**src/inc/sdwi_pkg.sv**
```systemverilog
package sdwi_pkg;

   // ****************************************************************
   // Frame layout
   // ****************************************************************
   localparam int FRAME_BITS   = 16;
   localparam int CODE_BITS    = 12;
   localparam int MODE_BITS    = 2;
   localparam int MODE_HI_POS  = 13;
   localparam int MODE_LO_POS  = 12;
   localparam int CODE_MSB_POS = 11;
   localparam int CNT_BITS     = 5;
   localparam logic [CNT_BITS-1:0]  CNT_LAST   = 5'h10;
   localparam logic [CODE_BITS-1:0] CODE_RESET = 12'h000;
   localparam logic [CODE_BITS-1:0] CODE_MAX   = 12'hFFF;

   // ****************************************************************
   // Output stage modes
   // ****************************************************************
   typedef enum logic [1:0] {
      SDWI_MODE_NORMAL = 2'h0,
      SDWI_MODE_PD_1K  = 2'h1,
      SDWI_MODE_PD_100K = 2'h2,
      SDWI_MODE_PD_HIZ = 2'h3
   } sdwi_mode_t;

   // ****************************************************************
   // Timing
   // ****************************************************************
   localparam int CLK_SYS_NS     = 50;
   localparam int SEL_HIGH_MIN_NS = 33;
   localparam int SEL_HIGH_CYC   = (SEL_HIGH_MIN_NS + CLK_SYS_NS - 1) / CLK_SYS_NS;
   localparam int SCLK_HALF_CYC  = 4;
   localparam int DIV_BITS       = 3;
   localparam logic [DIV_BITS-1:0] DIV_LAST = 3'h3;
   localparam logic [DIV_BITS-1:0] GAP_LAST = 3'h1;

endpackage

```
**src/inc/sdwi_if.sv**
```systemverilog
`timescale 1ns/100ps
interface sdwi_if;
   logic sel_n;
   logic sclk;
   logic sdata;

   modport dev (input sel_n, input sclk, input sdata);
   modport host (output sel_n, output sclk, output sdata);
endinterface

```
**src/logic/sdwi_dev.sv**
```systemverilog
`timescale 1ns/100ps
// How it works
// - Frame select falling edge arms shift register.
// - Shift data on serial clock falling edges.
// - Sixteenth falling edge executes code and mode.
// - Host keeps select high at least 33 ns.
// - Host may idle select low between writes.
// - Two ignored bits, two mode, twelve code.
// - Early select rise discards frame entirely.
// - Reset clears code register to zero.
// - Mode bits pick normal or three power-downs.
// - Power-down disconnects amplifier, shuts down bias; here only o_amp_on drops, there is no bias signal.
// - Power-down keeps stored code unchanged; here a power-down write still loads its twelve code bits.
// - Host sends most significant bit first.
// - Byte hosts hold select low between bytes.
// - Code is straight binary zero to 4095.
// - Select may stay low after execution.
// - Serial clock at most 30 MHz.
module sdwi_dev
   import sdwi_pkg::*;
(
   input  wire logic                           i_clk_sys,
   input  wire logic                           i_nrst,
   sdwi_if.dev                                 link,
   output logic     [sdwi_pkg::CODE_BITS-1:0]  o_code,
   output sdwi_pkg::sdwi_mode_t                o_mode,
   output logic                                o_amp_on,
   output logic                                o_load_1k,
   output logic                                o_load_100k,
   output logic                                o_update
);
   // ****************************************************************
   // Pin synchronisers
   // ****************************************************************
   logic [1:0] sel_s_r;
   logic [1:0] sck_s_r;
   logic [1:0] dat_s_r;
   logic       sel_d_r;
   logic       sck_d_r;

   always_ff @(posedge i_clk_sys) begin
      if (!i_nrst) begin
         sel_s_r <= 2'h0;
         sck_s_r <= 2'h0;
         dat_s_r <= 2'h0;
         sel_d_r <= 1'b0;
         sck_d_r <= 1'b0;
      end else begin
         sel_s_r <= {sel_s_r[0], link.sel_n};
         sck_s_r <= {sck_s_r[0], link.sclk};
         dat_s_r <= {dat_s_r[0], link.sdata};
         sel_d_r <= sel_s_r[1];
         sck_d_r <= sck_s_r[1];
      end
   end

   wire sel_low  = ~sel_s_r[1];
   wire sel_fall = sel_d_r & ~sel_s_r[1];
   wire sck_fall = sck_d_r & ~sck_s_r[1];

   // ****************************************************************
   // Frame capture
   // ****************************************************************
   logic [FRAME_BITS-1:0] shreg_r;
   logic [CNT_BITS-1:0]   cnt_r;
   logic                  armed_r;

   wire                  shift_en = armed_r & sel_low & sck_fall;
   wire [FRAME_BITS-1:0] shreg_nxt = {shreg_r[FRAME_BITS-2:0], dat_s_r[1]};
   wire                  done     = shift_en & (cnt_r == CNT_LAST - 5'h01);

   always_ff @(posedge i_clk_sys) begin
      if (!i_nrst) begin
         shreg_r <= '0;
         cnt_r   <= '0;
         armed_r <= 1'b0;
      end else if (!sel_low) begin
         shreg_r <= '0;
         cnt_r   <= '0;
         armed_r <= 1'b0;
      end else if (sel_fall) begin
         armed_r <= 1'b1;
         cnt_r   <= '0;
      end else if (done) begin
         armed_r <= 1'b0;
         shreg_r <= shreg_nxt;
         cnt_r   <= CNT_LAST;
      end else if (shift_en) begin
         shreg_r <= shreg_nxt;
         cnt_r   <= cnt_r + 5'h01;
      end
   end

   // ****************************************************************
   // Execution and output stage
   // ****************************************************************
   logic [CODE_BITS-1:0] code_r;
   sdwi_mode_t           mode_r;
   logic                 upd_r;

   always_ff @(posedge i_clk_sys) begin
      if (!i_nrst) begin
         code_r <= CODE_RESET;
         mode_r <= SDWI_MODE_NORMAL;
         upd_r  <= 1'b0;
      end else begin
         upd_r <= done;
         if (done) begin
            code_r <= shreg_nxt[CODE_MSB_POS:0];
            mode_r <= sdwi_mode_t'({shreg_nxt[MODE_HI_POS], shreg_nxt[MODE_LO_POS]});
         end
      end
   end

   assign o_code      = code_r;
   assign o_mode      = mode_r;
   assign o_update    = upd_r;
   assign o_amp_on    = (mode_r == SDWI_MODE_NORMAL);
   assign o_load_1k   = (mode_r == SDWI_MODE_PD_1K);
   assign o_load_100k = (mode_r == SDWI_MODE_PD_100K);
endmodule

```
**src/flat_wrapper.sv**
```systemverilog
// flat-port wrapper written by rule: the top's interface ports become plain ports
module sdwi_dev_flat import sdwi_pkg::*;
  (i_clk_sys, i_nrst, o_code, o_mode, o_amp_on, o_load_1k, o_load_100k, o_update, link_sel_n, link_sclk, link_sdata);
  sdwi_if link_i ();
  input  wire logic i_clk_sys;
  input  wire logic i_nrst;
  output logic     [sdwi_pkg::CODE_BITS-1:0] o_code;
  output sdwi_pkg::sdwi_mode_t o_mode;
  output logic o_amp_on;
  output logic o_load_1k;
  output logic o_load_100k;
  output logic o_update;
  input wire logic [$bits(link_i.sel_n)-1:0] link_sel_n;
  input wire logic [$bits(link_i.sclk)-1:0] link_sclk;
  input wire logic [$bits(link_i.sdata)-1:0] link_sdata;
  assign link_i.sel_n = link_sel_n;
  assign link_i.sclk = link_sclk;
  assign link_i.sdata = link_sdata;
  sdwi_dev u_core (.i_clk_sys(i_clk_sys), .i_nrst(i_nrst), .link(link_i), .o_code(o_code), .o_mode(o_mode), .o_amp_on(o_amp_on), .o_load_1k(o_load_1k), .o_load_100k(o_load_100k), .o_update(o_update));
endmodule
```
**config.mk**
```make
export PLATFORM = sky130hd
export DESIGN_NAME = sdwi_dev_flat
export DESIGN_NICKNAME = d
export VERILOG_FILES = /design/src/inc/sdwi_pkg.sv /design/src/inc/sdwi_if.sv /design/src/logic/sdwi_dev.sv /design/src/flat_wrapper.sv
export SDC_FILE = /design/constraint.sdc
export NUM_CORES = 1
export LEC_CHECK = 0
export ABC_AREA = 1
export BUFFER_PORTS_ARGS = -buffer_cell sky130_fd_sc_hd__buf_2
export CORE_MARGIN = 4
export CORE_UTILIZATION = 35
export CTS_CLUSTER_SIZE = 24
export DETAILED_ROUTE_END_ITERATION = 8
export GPL_ROUTABILITY_DRIVEN = 0
export GPL_TIMING_DRIVEN = 0
export SYNTH_ARGS = -nofsm -noshare
export SYNTH_HDL_FRONTEND = slang
export SYNTH_SLANG_ARGS = --single-unit
```
**constraint.sdc**
```tcl
create_clock -name i_clk_sys -period 2 [get_ports i_clk_sys]
set_input_delay 0.4 -clock i_clk_sys [delete_from_list [all_inputs] [get_ports i_clk_sys]]
set_output_delay 0.4 -clock i_clk_sys [all_outputs]
set_load 0.05 [all_outputs]
```
==> flow_metrics.py, run 1 <==
metrics = {
    "cells_and_area": {
        "drive_above_1_share": 0.264,
        "synthToLayoutAreaGrowth_pct": 17.1,
        "n_fill_cell": 436,
        "seq_area_um2": 841,
        "antennaDiodeCount": 0,
        "multi_input_area_um2": 634,
        "nNetsFinal": 233,
    },
    "clocking": {
        "h-tree-depth": 2,
        "ctsLongestPathBuffers": 2,
        "cts_hold_repair.buffers": 0,
        "cts-root-buf": "clkbuf_8",
        "cts.sinks": 42,
        "clk_latency_ns": 0.29,
        "ctsResizeCount": 0,
        "cts.clk_slew.worst_paths_ns": 0.08,
        "cts_tree": "built",
        "numCtsBuffers": 5,
        "postCtsSetupRepairBufs": 0,
    },
    "grt": {
        "grt_pass1_wl_mm": 5.62,
        "grt_pass1_vias": 1181,
        "grt_max_degree": 14,
        "overflow": 0,
        "grtUsageTotal": 0.117,
        "antenna_found_initial": 0,
    },
    "routing": {
        "vias": 1251,
        "drtIter0Drc": 78,
        "route.met3.wl_um": 120,
        "wl_met2_mm": 1.31,
        "vias_per_cell": 4.48,
        "drcViolationCount": 0,
        "wl_met1_mm": 1.62,
        "firstDrtPassIters": 4,
        "routed.top_layer": "met4",
        "post_drt_wl_per_cell_um": 11.1,
        "drtAntennaViolNets": 0,
        "wirelength_mm": 3.09,
    },
    "yosys": {
        "synth_area_mm2": 0.00166,
        "post-synth-top-count-cell": "nand2_1",
        "ys_types": 20,
        "synth_edf_count": 0,
        "seq_area_frac_synth": 0.507,
        "synthFlopType": "dfxtp_1",
        "synth_nets": 204,
        "synth.area.top_cells": "dfxtp_1 (51%), nand2_1 (9.7%), inv_1 (6.6%), nand3_1 (6.0%), nand3_2 (6.0%)",
        "yosysTopAreaCellShare": 0.507,
        "synth_commonest_cells": "nand2_1 (43), dfxtp_1 (42), inv_1 (29)",
        "synth.avg_cell_area_um2": 8.42,
        "yosysWarnings": 0,
        "synthArstFlopShare": 0,
        "synthCells": 197,
        "synth.largest_area_cell": "dfxtp_1",
        "ys_ff_latch": 42,
    },
    "sta": {
        "setup-tns-final_ns": 0,
        "skew_ns": 0.0105,
        "hold-worst-slack_ns": 0.290,
        "hold_viol": 0,
        "max_slew_margin": 0.662,
        "slew_viol_final": 0,
        "max_freq_mhz": 566,
        "worst_pin_slew_ns": 0.507,
        "rsz0062_at_grt": "no",
        "period_minus_slack_ns": 1.77,
        "finalSetupViolCount": 0,
        "period_share": 0.883,
    },
    "flow_run": {
        "cap_violations": 0,
    },
    "pwr": {
        "irDropWorstVdd_mv": 0.486,
        "p_per_area_mw_per_mm2": 791,
        "power_leakage_nw": 0.816,
    },
    "die": {
        "io_pins": 23,
        "die_area_mm2": 0.00590,
        "fp.dieW_um": 76.8,
        "coreArea_mm2": 0.00447,
        "die_h_um": 76.8,
        "start_util": 0.371,
        "fp-row-count": 24,
    },
    "critical_path": {
        "crit_type": "reg -> reg",
        "startpoint_type": "flip-flop",
        "crit_top_cell": "ha_1",
        "worstSetupEndpointType": "flip-flop",
        "slowest_delay_ns": 0.37,
        "path_cells": "ha_1 -> inv_1 -> nor3_1 -> ha_1 -> nand2_1 -> buf_2 -> nand3_1 -> o21ai_2",
        "crit_slowest_cell": "dfxtp_1",
        "worstPathRequired_ns": 2.18,
        "path_max_fanout": 10,
        "crit_arrival_ns": 1.95,
    },
    "place": {
        "dp_hpwl_mm": 2.20,
        "io_buffers": 22,
    },
    "status": {
        "status": "completed",
    },
    "min_path": {
        "min-delay-path-class": "in -> reg",
    },
}
## cells by family after synthesis
| family | share of synthesized area |
|---|---|
| AO/OA/AOI/OAI | 0.112 |
| XOR/XNOR | 0.00528 |
| adder cells (fa/ha/maj) | 0.0151 |
| buffers and inverters | 0.110 |
| flip-flops | 0.507 |
| AND/OR/NAND/NOR | 0.250 |
## layout make-up
class	count	area share
plain buffers	9	0.0361
clock buffers	5	0.0354
clock inverters	3	0.0206
inverters	30	0.0580
multi-input cells	116	0.327
flip-flops and latches	42	0.433
well taps	52	0.0335
repair buffers	22	0.0567
## placed cells by master, fill, tap and decap left out, types with 2 or more instances in the layout
master	n
buf_6	3
clkbuf_8	5
clkbuf_1	3
dfxtp_1	42
clkinv_2	2
a21oi_1	16
nor2_1	8
ha_1	2
o21ai_0	2
inv_1	29
nand3_1	20
o21ai_2	10
nand2_1	43
nand3_2	10
buf_2	24
## critical path, delay by kind of cell (launching register included)
family / cells / cell delay (ns)
buffers and inverters: 2 / 0.31
adder cells (fa/ha/maj): 2 / 0.42
AND/OR/NAND/NOR: 3 / 0.48
flip-flops: 1 / 0.37
AO/OA/AOI/OAI: 1 / 0.07
## flip-flops by register name (all words and copies together), names as in the netlist
name,flops
u_core.armed_r,1
u_core.cnt_r,5
u_core.dat_s_r,2
u_core.o_code,12
u_core.o_mode,2
u_core.o_update,1
u_core.sck_d_r,1
u_core.sck_s_r,2
u_core.sel_d_r,1
u_core.sel_s_r,2
u_core.shreg_r,13
## metrics by stage
step	cell area (um^2)	utilization	power, W	instances	worst slack, ns
detailed placement	1830	0.410	0.000902	271	0.217
global placement	1830	0.410	0.000902	271	0.241
global route	1940	0.434	0.00160	279	0.119
finish	1940	0.434	0.00154	279	0.235
floorplan	1660	-	0.000889	197	0.200
CTS	1940	0.434	0.00155	279	0.203
## final timing paths
kind | end | startpoint | cells past startpoint | slack (ns)
min | u_core.sel_s_r[0] | link_sel_n | 3 | 0.29
max reg2reg | u_core.o_code[3] | u_core.cnt_r[0] | 8 | 0.23
max | u_core.o_code[3] | u_core.cnt_r[0] | 8 | 0.23
min reg2reg | u_core.sel_s_r[1] | u_core.sel_s_r[0] | 2 | 0.42
## layer usage
metal / track usage / vias up
met5: 0 / -
met4: 0.0435 / 0
met3: 0.0340 / 5
met2: 0.172 / 24
met1: 0.161 / 544
li1: - / 678
## report_power, final
part / internal [W] / total [W] / switching [W]
Clock: 0.000367 / 0.000655 / 0.000287
Sequential: 0.000843 / 0.000846 / 0.00000317
Combinational: 0.00000947 / 0.0000361 / 0.0000266
Total: 0.00122 / 0.00154 / 0.000317
Power figures use the tool's default switching activity.
==> inputs of run 2 (changes only) <==
--- a/config.mk
+++ b/config.mk
@@ -6,8 +6,8 @@
 export NUM_CORES = 1
 export LEC_CHECK = 0
 export ABC_AREA = 1
-export BUFFER_PORTS_ARGS = -buffer_cell sky130_fd_sc_hd__buf_2
-export CORE_MARGIN = 4
+export BUFFER_PORTS_ARGS = -buffer_cell sky130_fd_sc_hd__buf_4
+export CORE_MARGIN = 3
 export CORE_UTILIZATION = 35
 export CTS_CLUSTER_SIZE = 24
 export DETAILED_ROUTE_END_ITERATION = 8
==> flow_metrics.py, run 2 (synthesized netlist as in run 1, its figures left out) <==
metrics = {
    "pwr": {
        "irDropWorstVdd_mv": 0.413,
        "p_total_w": 0.00139,
        "p_per_area_mw_per_mm2": 709,
        "power_leakage_nw": 0.800,
    },
    "routing": {
        "drcViolationCount": 0,
        "firstDrtPassIters": 4,
        "vias": 1296,
        "vias_per_cell": 4.66,
        "wirelength_mm": 3.07,
        "post_drt_wl_per_cell_um": 11.0,
        "drtIter0Drc": 63,
        "drtAntennaViolNets": 0,
    },
    "die": {
        "io_pins": 23,
        "die_area_mm2": 0.00560,
        "fp.dieW_um": 74.8,
        "die_h_um": 74.8,
        "coreArea_mm2": 0.00447,
        "fp-row-count": 24,
        "start_util": 0.371,
    },
    "clocking": {
        "ctsLongestPathBuffers": 2,
        "postCtsSetupRepairBufs": 0,
        "cts.clk_slew.worst_paths_ns": 0.07,
        "cts.sinks": 42,
        "h-tree-depth": 2,
        "cts-root-buf": "clkbuf_8",
        "clk_latency_ns": 0.29,
        "cts_hold_repair.buffers": 0,
        "cts_tree": "built",
        "numCtsBuffers": 5,
        "ctsResizeCount": 0,
    },
    "cells_and_area": {
        "final_common_cell": "nand2_1",
        "synthToLayoutAreaGrowth_pct": 18.5,
        "drive_above_1_share": 0.252,
        "multi_input_area_um2": 634,
        "layout_common_cells": "nand2_1 (43), dfxtp_1 (42), inv_1 (29)",
        "n_fill_cell": 458,
        "seq_area_um2": 841,
        "nNetsFinal": 233,
        "top_register": "u_core.shreg_r",
        "largest_reg_flops": 13,
        "antennaDiodeCount": 0,
        "stdcell_count": 278,
    },
    "critical_path": {
        "crit_buf_inv": 2,
        "startpoint_type": "flip-flop",
        "crit_slowest_cell": "dfxtp_1",
        "worstPathRequired_ns": 2.19,
        "crit_type": "reg -> reg",
        "crit_arrival_ns": 1.96,
        "crit_top_cell": "ha_1",
        "slowest_delay_ns": 0.37,
        "crit_family": "simple AND/OR/NAND/NOR gates",
        "worstSetupEndpointType": "flip-flop",
        "path_max_fanout": 10,
        "path_cells": "ha_1 -> inv_1 -> nor3_1 -> ha_1 -> nand2_1 -> buf_2 -> nand3_1 -> o21ai_2",
    },
    "sta": {
        "worst_pin_slew_ns": 0.469,
        "rsz0062_at_grt": "no",
        "skew_ns": 0.00428,
        "max_freq_mhz": 563,
        "setup-tns-final_ns": 0,
        "hold_viol": 0,
        "slew_viol_final": 0,
        "period_share": 0.887,
        "period_minus_slack_ns": 1.77,
        "max_slew_margin": 0.688,
        "finalSetupViolCount": 0,
    },
    "grt": {
        "grt_pass1_vias": 1163,
        "antenna_found_initial": 0,
        "gr-max-usage-layer": "met2",
        "grt_max_degree": 12,
        "met2_usage": 0.188,
        "overflow": 0,
        "grtUsageTotal": 0.127,
        "use_met1": 0.164,
        "grt_pass1_wl_mm": 5.28,
        "met3_usage": 0.0507,
    },
    "place": {
        "io_buffers": 22,
        "dp_hpwl_mm": 2.15,
        "place_inst": 271,
    },
    "flow_run": {
        "cap_violations": 0,
    },
    "status": {
        "status": "completed",
    },
    "min_path": {
        "min-delay-path-class": "in -> reg",
    },
}
run 2: cell count changes in the layout (fill, tap and decap cells not counted):
cell | previous run | this run
buf_2 | 24 | 2
buf_4 | 0 | 22
clkbuf_1 | 3 | 5
bufinv_16 | 1 | 0
clkinv_2 | 2 | 0
run 2: stage by stage:
| stage | worst slack (ns) | hold slack, ns | util | cell area, um^2 |
|---|---|---|---|---|
| after global routing | 0.0517 | 0.290 | 0.439 | 1960 |
| after detailed placement | 0.211 | 0.396 | 0.422 | 1890 |
| final | 0.225 | 0.284 | 0.439 | 1960 |
| after floorplan | 0.200 | 0.390 | - | 1660 |
| after CTS | 0.201 | 0.277 | 0.439 | 1960 |
| after global placement | 0.232 | 0.392 | 0.422 | 1890 |
run 2: worst register-to-register path: cells and delay by family (launching register included):
family / cells / cell delay (ns)
AOI/OAI and AO/OA: 1 / 0.06
and+or+nand+nor: 3 / 0.50
adders and majority gates: 2 / 0.42
buffers and inverters: 2 / 0.32
DFF: 1 / 0.37
run 2: layout make-up:
class	instances	area share
Multi-Input combinational cell	116	0.323
Timing Repair Buffer	22	0.0841
Inverter	30	0.0573
Sequential cell	42	0.428
Buffer	9	0.0357
Clock buffer	7	0.0389
Tap cell	52	0.0331
run 2: power by group:
part	leakage (nW)	internal, W	switching [W]
logic	0.422	0.0000117	0.0000260
clock network	0.0383	0.000240	0.000269
registers	0.340	0.000843	0.00000303
run 2: per-layer routing:
metal  share of wire  vias up  routed length, um
li1                -      677                  -
met1            0.50      585               1540
met2            0.43       30               1330
met3           0.052        4                158
met4           0.011        0                 34
met5               0        -                  0
run 2: worst paths after layout:
check	start	to	slack [ns]	cells past startpoint
max	u_core.cnt_r[0]	u_core.o_code[7]	0.23	8
min	link_sel_n	u_core.sel_s_r[0]	0.28	3
max reg2reg	u_core.cnt_r[0]	u_core.o_code[7]	0.23	8
min reg2reg	u_core.sel_s_r[0]	u_core.sel_s_r[1]	0.41	2
==> inputs of run 3 (changes only) <==
--- a/config.mk
+++ b/config.mk
@@ -7,12 +7,15 @@
 export LEC_CHECK = 0
 export ABC_AREA = 1
 export BUFFER_PORTS_ARGS = -buffer_cell sky130_fd_sc_hd__buf_4
+export CELL_PAD_IN_SITES_DETAIL_PLACEMENT = 0
+export CELL_PAD_IN_SITES_GLOBAL_PLACEMENT = 1
 export CORE_MARGIN = 3
 export CORE_UTILIZATION = 35
 export CTS_CLUSTER_SIZE = 24
 export DETAILED_ROUTE_END_ITERATION = 8
 export GPL_ROUTABILITY_DRIVEN = 0
 export GPL_TIMING_DRIVEN = 0
+export PLACE_DENSITY_LB_ADDON = 0.1
 export SYNTH_ARGS = -nofsm -noshare
 export SYNTH_HDL_FRONTEND = slang
 export SYNTH_SLANG_ARGS = --single-unit
==> constraint.sdc (replaced) <==
create_clock -name i_clk_sys -period 2.2 [get_ports i_clk_sys]
set_input_delay 0.44 -clock i_clk_sys [delete_from_list [all_inputs] [get_ports i_clk_sys]]
set_output_delay 0.44 -clock i_clk_sys [all_outputs]
set_load 0.05 [all_outputs]
==> flow_metrics.py, run 3 (synthesized netlist as in run 1, its figures left out) <==
metrics = {
    "routing": {
        "post_drt_wl_per_cell_um": 11.4,
        "wirelength_mm": 3.17,
        "drtAntennaViolNets": 0,
        "drcViolationCount": 0,
        "vias": 1254,
        "vias_per_cell": 4.49,
        "firstDrtPassIters": 4,
        "drtIter0Drc": 48,
    },
    "place": {
        "dp_hpwl_mm": 2.28,
        "place_inst": 271,
        "io_buffers": 22,
        "place_area_mm2": 0.00189,
        "place_ws_ns": 0.385,
    },
    "cells_and_area": {
        "stdcell_area_mm2": 0.00198,
        "drive_above_1_share": 0.260,
        "synthToLayoutAreaGrowth_pct": 19.4,
        "largest_reg_flops": 13,
        "stdcell_count": 279,
        "antennaDiodeCount": 0,
        "top_register": "u_core.shreg_r",
        "layout_common_cells": "nand2_1 (43), dfxtp_1 (42), inv_1 (29)",
        "n_fill_cell": 437,
        "nNetsFinal": 233,
        "final_common_cell": "nand2_1",
    },
    "sta": {
        "hold_viol": 0,
        "skew_ns": 0.00546,
        "setup-tns-final_ns": 0,
        "worst_pin_slew_ns": 0.499,
        "period_share": 0.815,
        "fin_ws_ns": 0.407,
        "period_minus_slack_ns": 1.79,
        "max_slew_margin": 0.667,
        "finalSetupViolCount": 0,
        "slew_viol_final": 0,
        "rsz0062_at_grt": "no",
        "max_freq_mhz": 558,
        "hold-worst-slack_ns": 0.330,
    },
    "flow_run": {
        "cap_violations": 0,
    },
    "clocking": {
        "cts.clk_slew.worst_paths_ns": 0.08,
        "h-tree-depth": 2,
        "postCtsSetupRepairBufs": 0,
        "clk_latency_ns": 0.29,
        "ctsResizeCount": 0,
        "cts-root-buf": "clkbuf_8",
        "cts_hold_repair.buffers": 0,
        "cts_tree": "built",
        "ctsLongestPathBuffers": 2,
        "numCtsBuffers": 5,
        "cts.sinks": 42,
    },
    "critical_path": {
        "startpoint_type": "flip-flop",
        "crit_arrival_ns": 1.98,
        "crit_top_cell": "ha_1",
        "crit_buf_inv": 2,
        "crit_slowest_cell": "dfxtp_1",
        "path_max_fanout": 10,
        "worstPathRequired_ns": 2.39,
        "crit_type": "reg -> reg",
        "crit_family": "simple AND/OR/NAND/NOR gates",
        "slowest_delay_ns": 0.37,
        "path_cells": "ha_1 -> inv_1 -> nor3_1 -> ha_1 -> nand2_1 -> buf_2 -> nand3_1 -> o21ai_2",
        "worstSetupEndpointType": "flip-flop",
    },
    "die": {
        "start_util": 0.371,
        "io_pins": 23,
        "fp.dieW_um": 74.8,
        "die_area_mm2": 0.00560,
        "die_h_um": 74.8,
        "fp-row-count": 24,
        "coreArea_mm2": 0.00447,
    },
    "grt": {
        "antenna_found_initial": 0,
        "overflow": 0,
        "grt_pass1_vias": 1074,
        "grt_pass1_wl_mm": 5.16,
        "grt_max_degree": 13,
        "grtUsageTotal": 0.127,
    },
    "pwr": {
        "p_per_area_mw_per_mm2": 662,
        "power_leakage_nw": 0.809,
        "irDropWorstVdd_mv": 0.412,
    },
    "min_path": {
        "min-delay-path-class": "in -> reg",
    },
    "status": {
        "status": "completed",
    },
}
==> run 3: cell types whose count changed in the layout (fill, tap and decap cells not counted), sizes merged <==
cell	change
clkinv	+1
==> run 3: final timing paths <==
kind / startpoint / endpoint / slack, ns / cells after the start
max: u_core.cnt_r[0] / u_core.o_code[5] / 0.41 / 8
min: link_sel_n / u_core.sel_s_r[0] / 0.33 / 3
max reg2reg: u_core.cnt_r[0] / u_core.o_code[5] / 0.41 / 8
min reg2reg: u_core.dat_s_r[0] / u_core.dat_s_r[1] / 0.42 / 2
==> run 3: worst min-delay path, delay by kind of cell <==
kind / cells / cell delay, ns
buffers and inverters: 2 / 0.11
AND/OR/NAND/NOR: 1 / 0.04
==> run 3: layer usage <==
layer  up-vias  wire length, um  GRT usage
met1       548             1650      0.178
li1        675                -          -
met5         -                0          0
met3         5              145     0.0414
met2        26             1320      0.174
met4         0               59     0.0593
==> run 3: power breakdown <==
part	switching [W]	internal, W	leakage (nW)
sequential	0.00000288	0.000766	0.340
combinational	0.0000239	0.0000106	0.422
clock	0.000253	0.000253	0.0482
total	0.000280	0.00103	0.809
==> run 3: final cells by class <==
class / instances / area (um^2) / area share
clock buffers: 7 / 86.3 / 0.0436
flip-flops and latches: 42 / 841 / 0.425
well taps: 52 / 65.1 / 0.0329
clock inverters: 1 / 5.00 / 0.00253
plain buffers: 9 / 70.1 / 0.0354
multi-input cells: 116 / 634 / 0.320
repair buffers: 22 / 165 / 0.0834
inverters: 30 / 113 / 0.0569
==> run 3: per-stage QoR <==
step,total power [W],util
2_1_floorplan,0.000808,-
3_3_place_gp,0.000821,0.422
3_5_place_dp,0.000822,0.422
4_1_cts,0.00133,0.442
5_1_grt,0.00137,0.442
6_report,0.00131,0.442
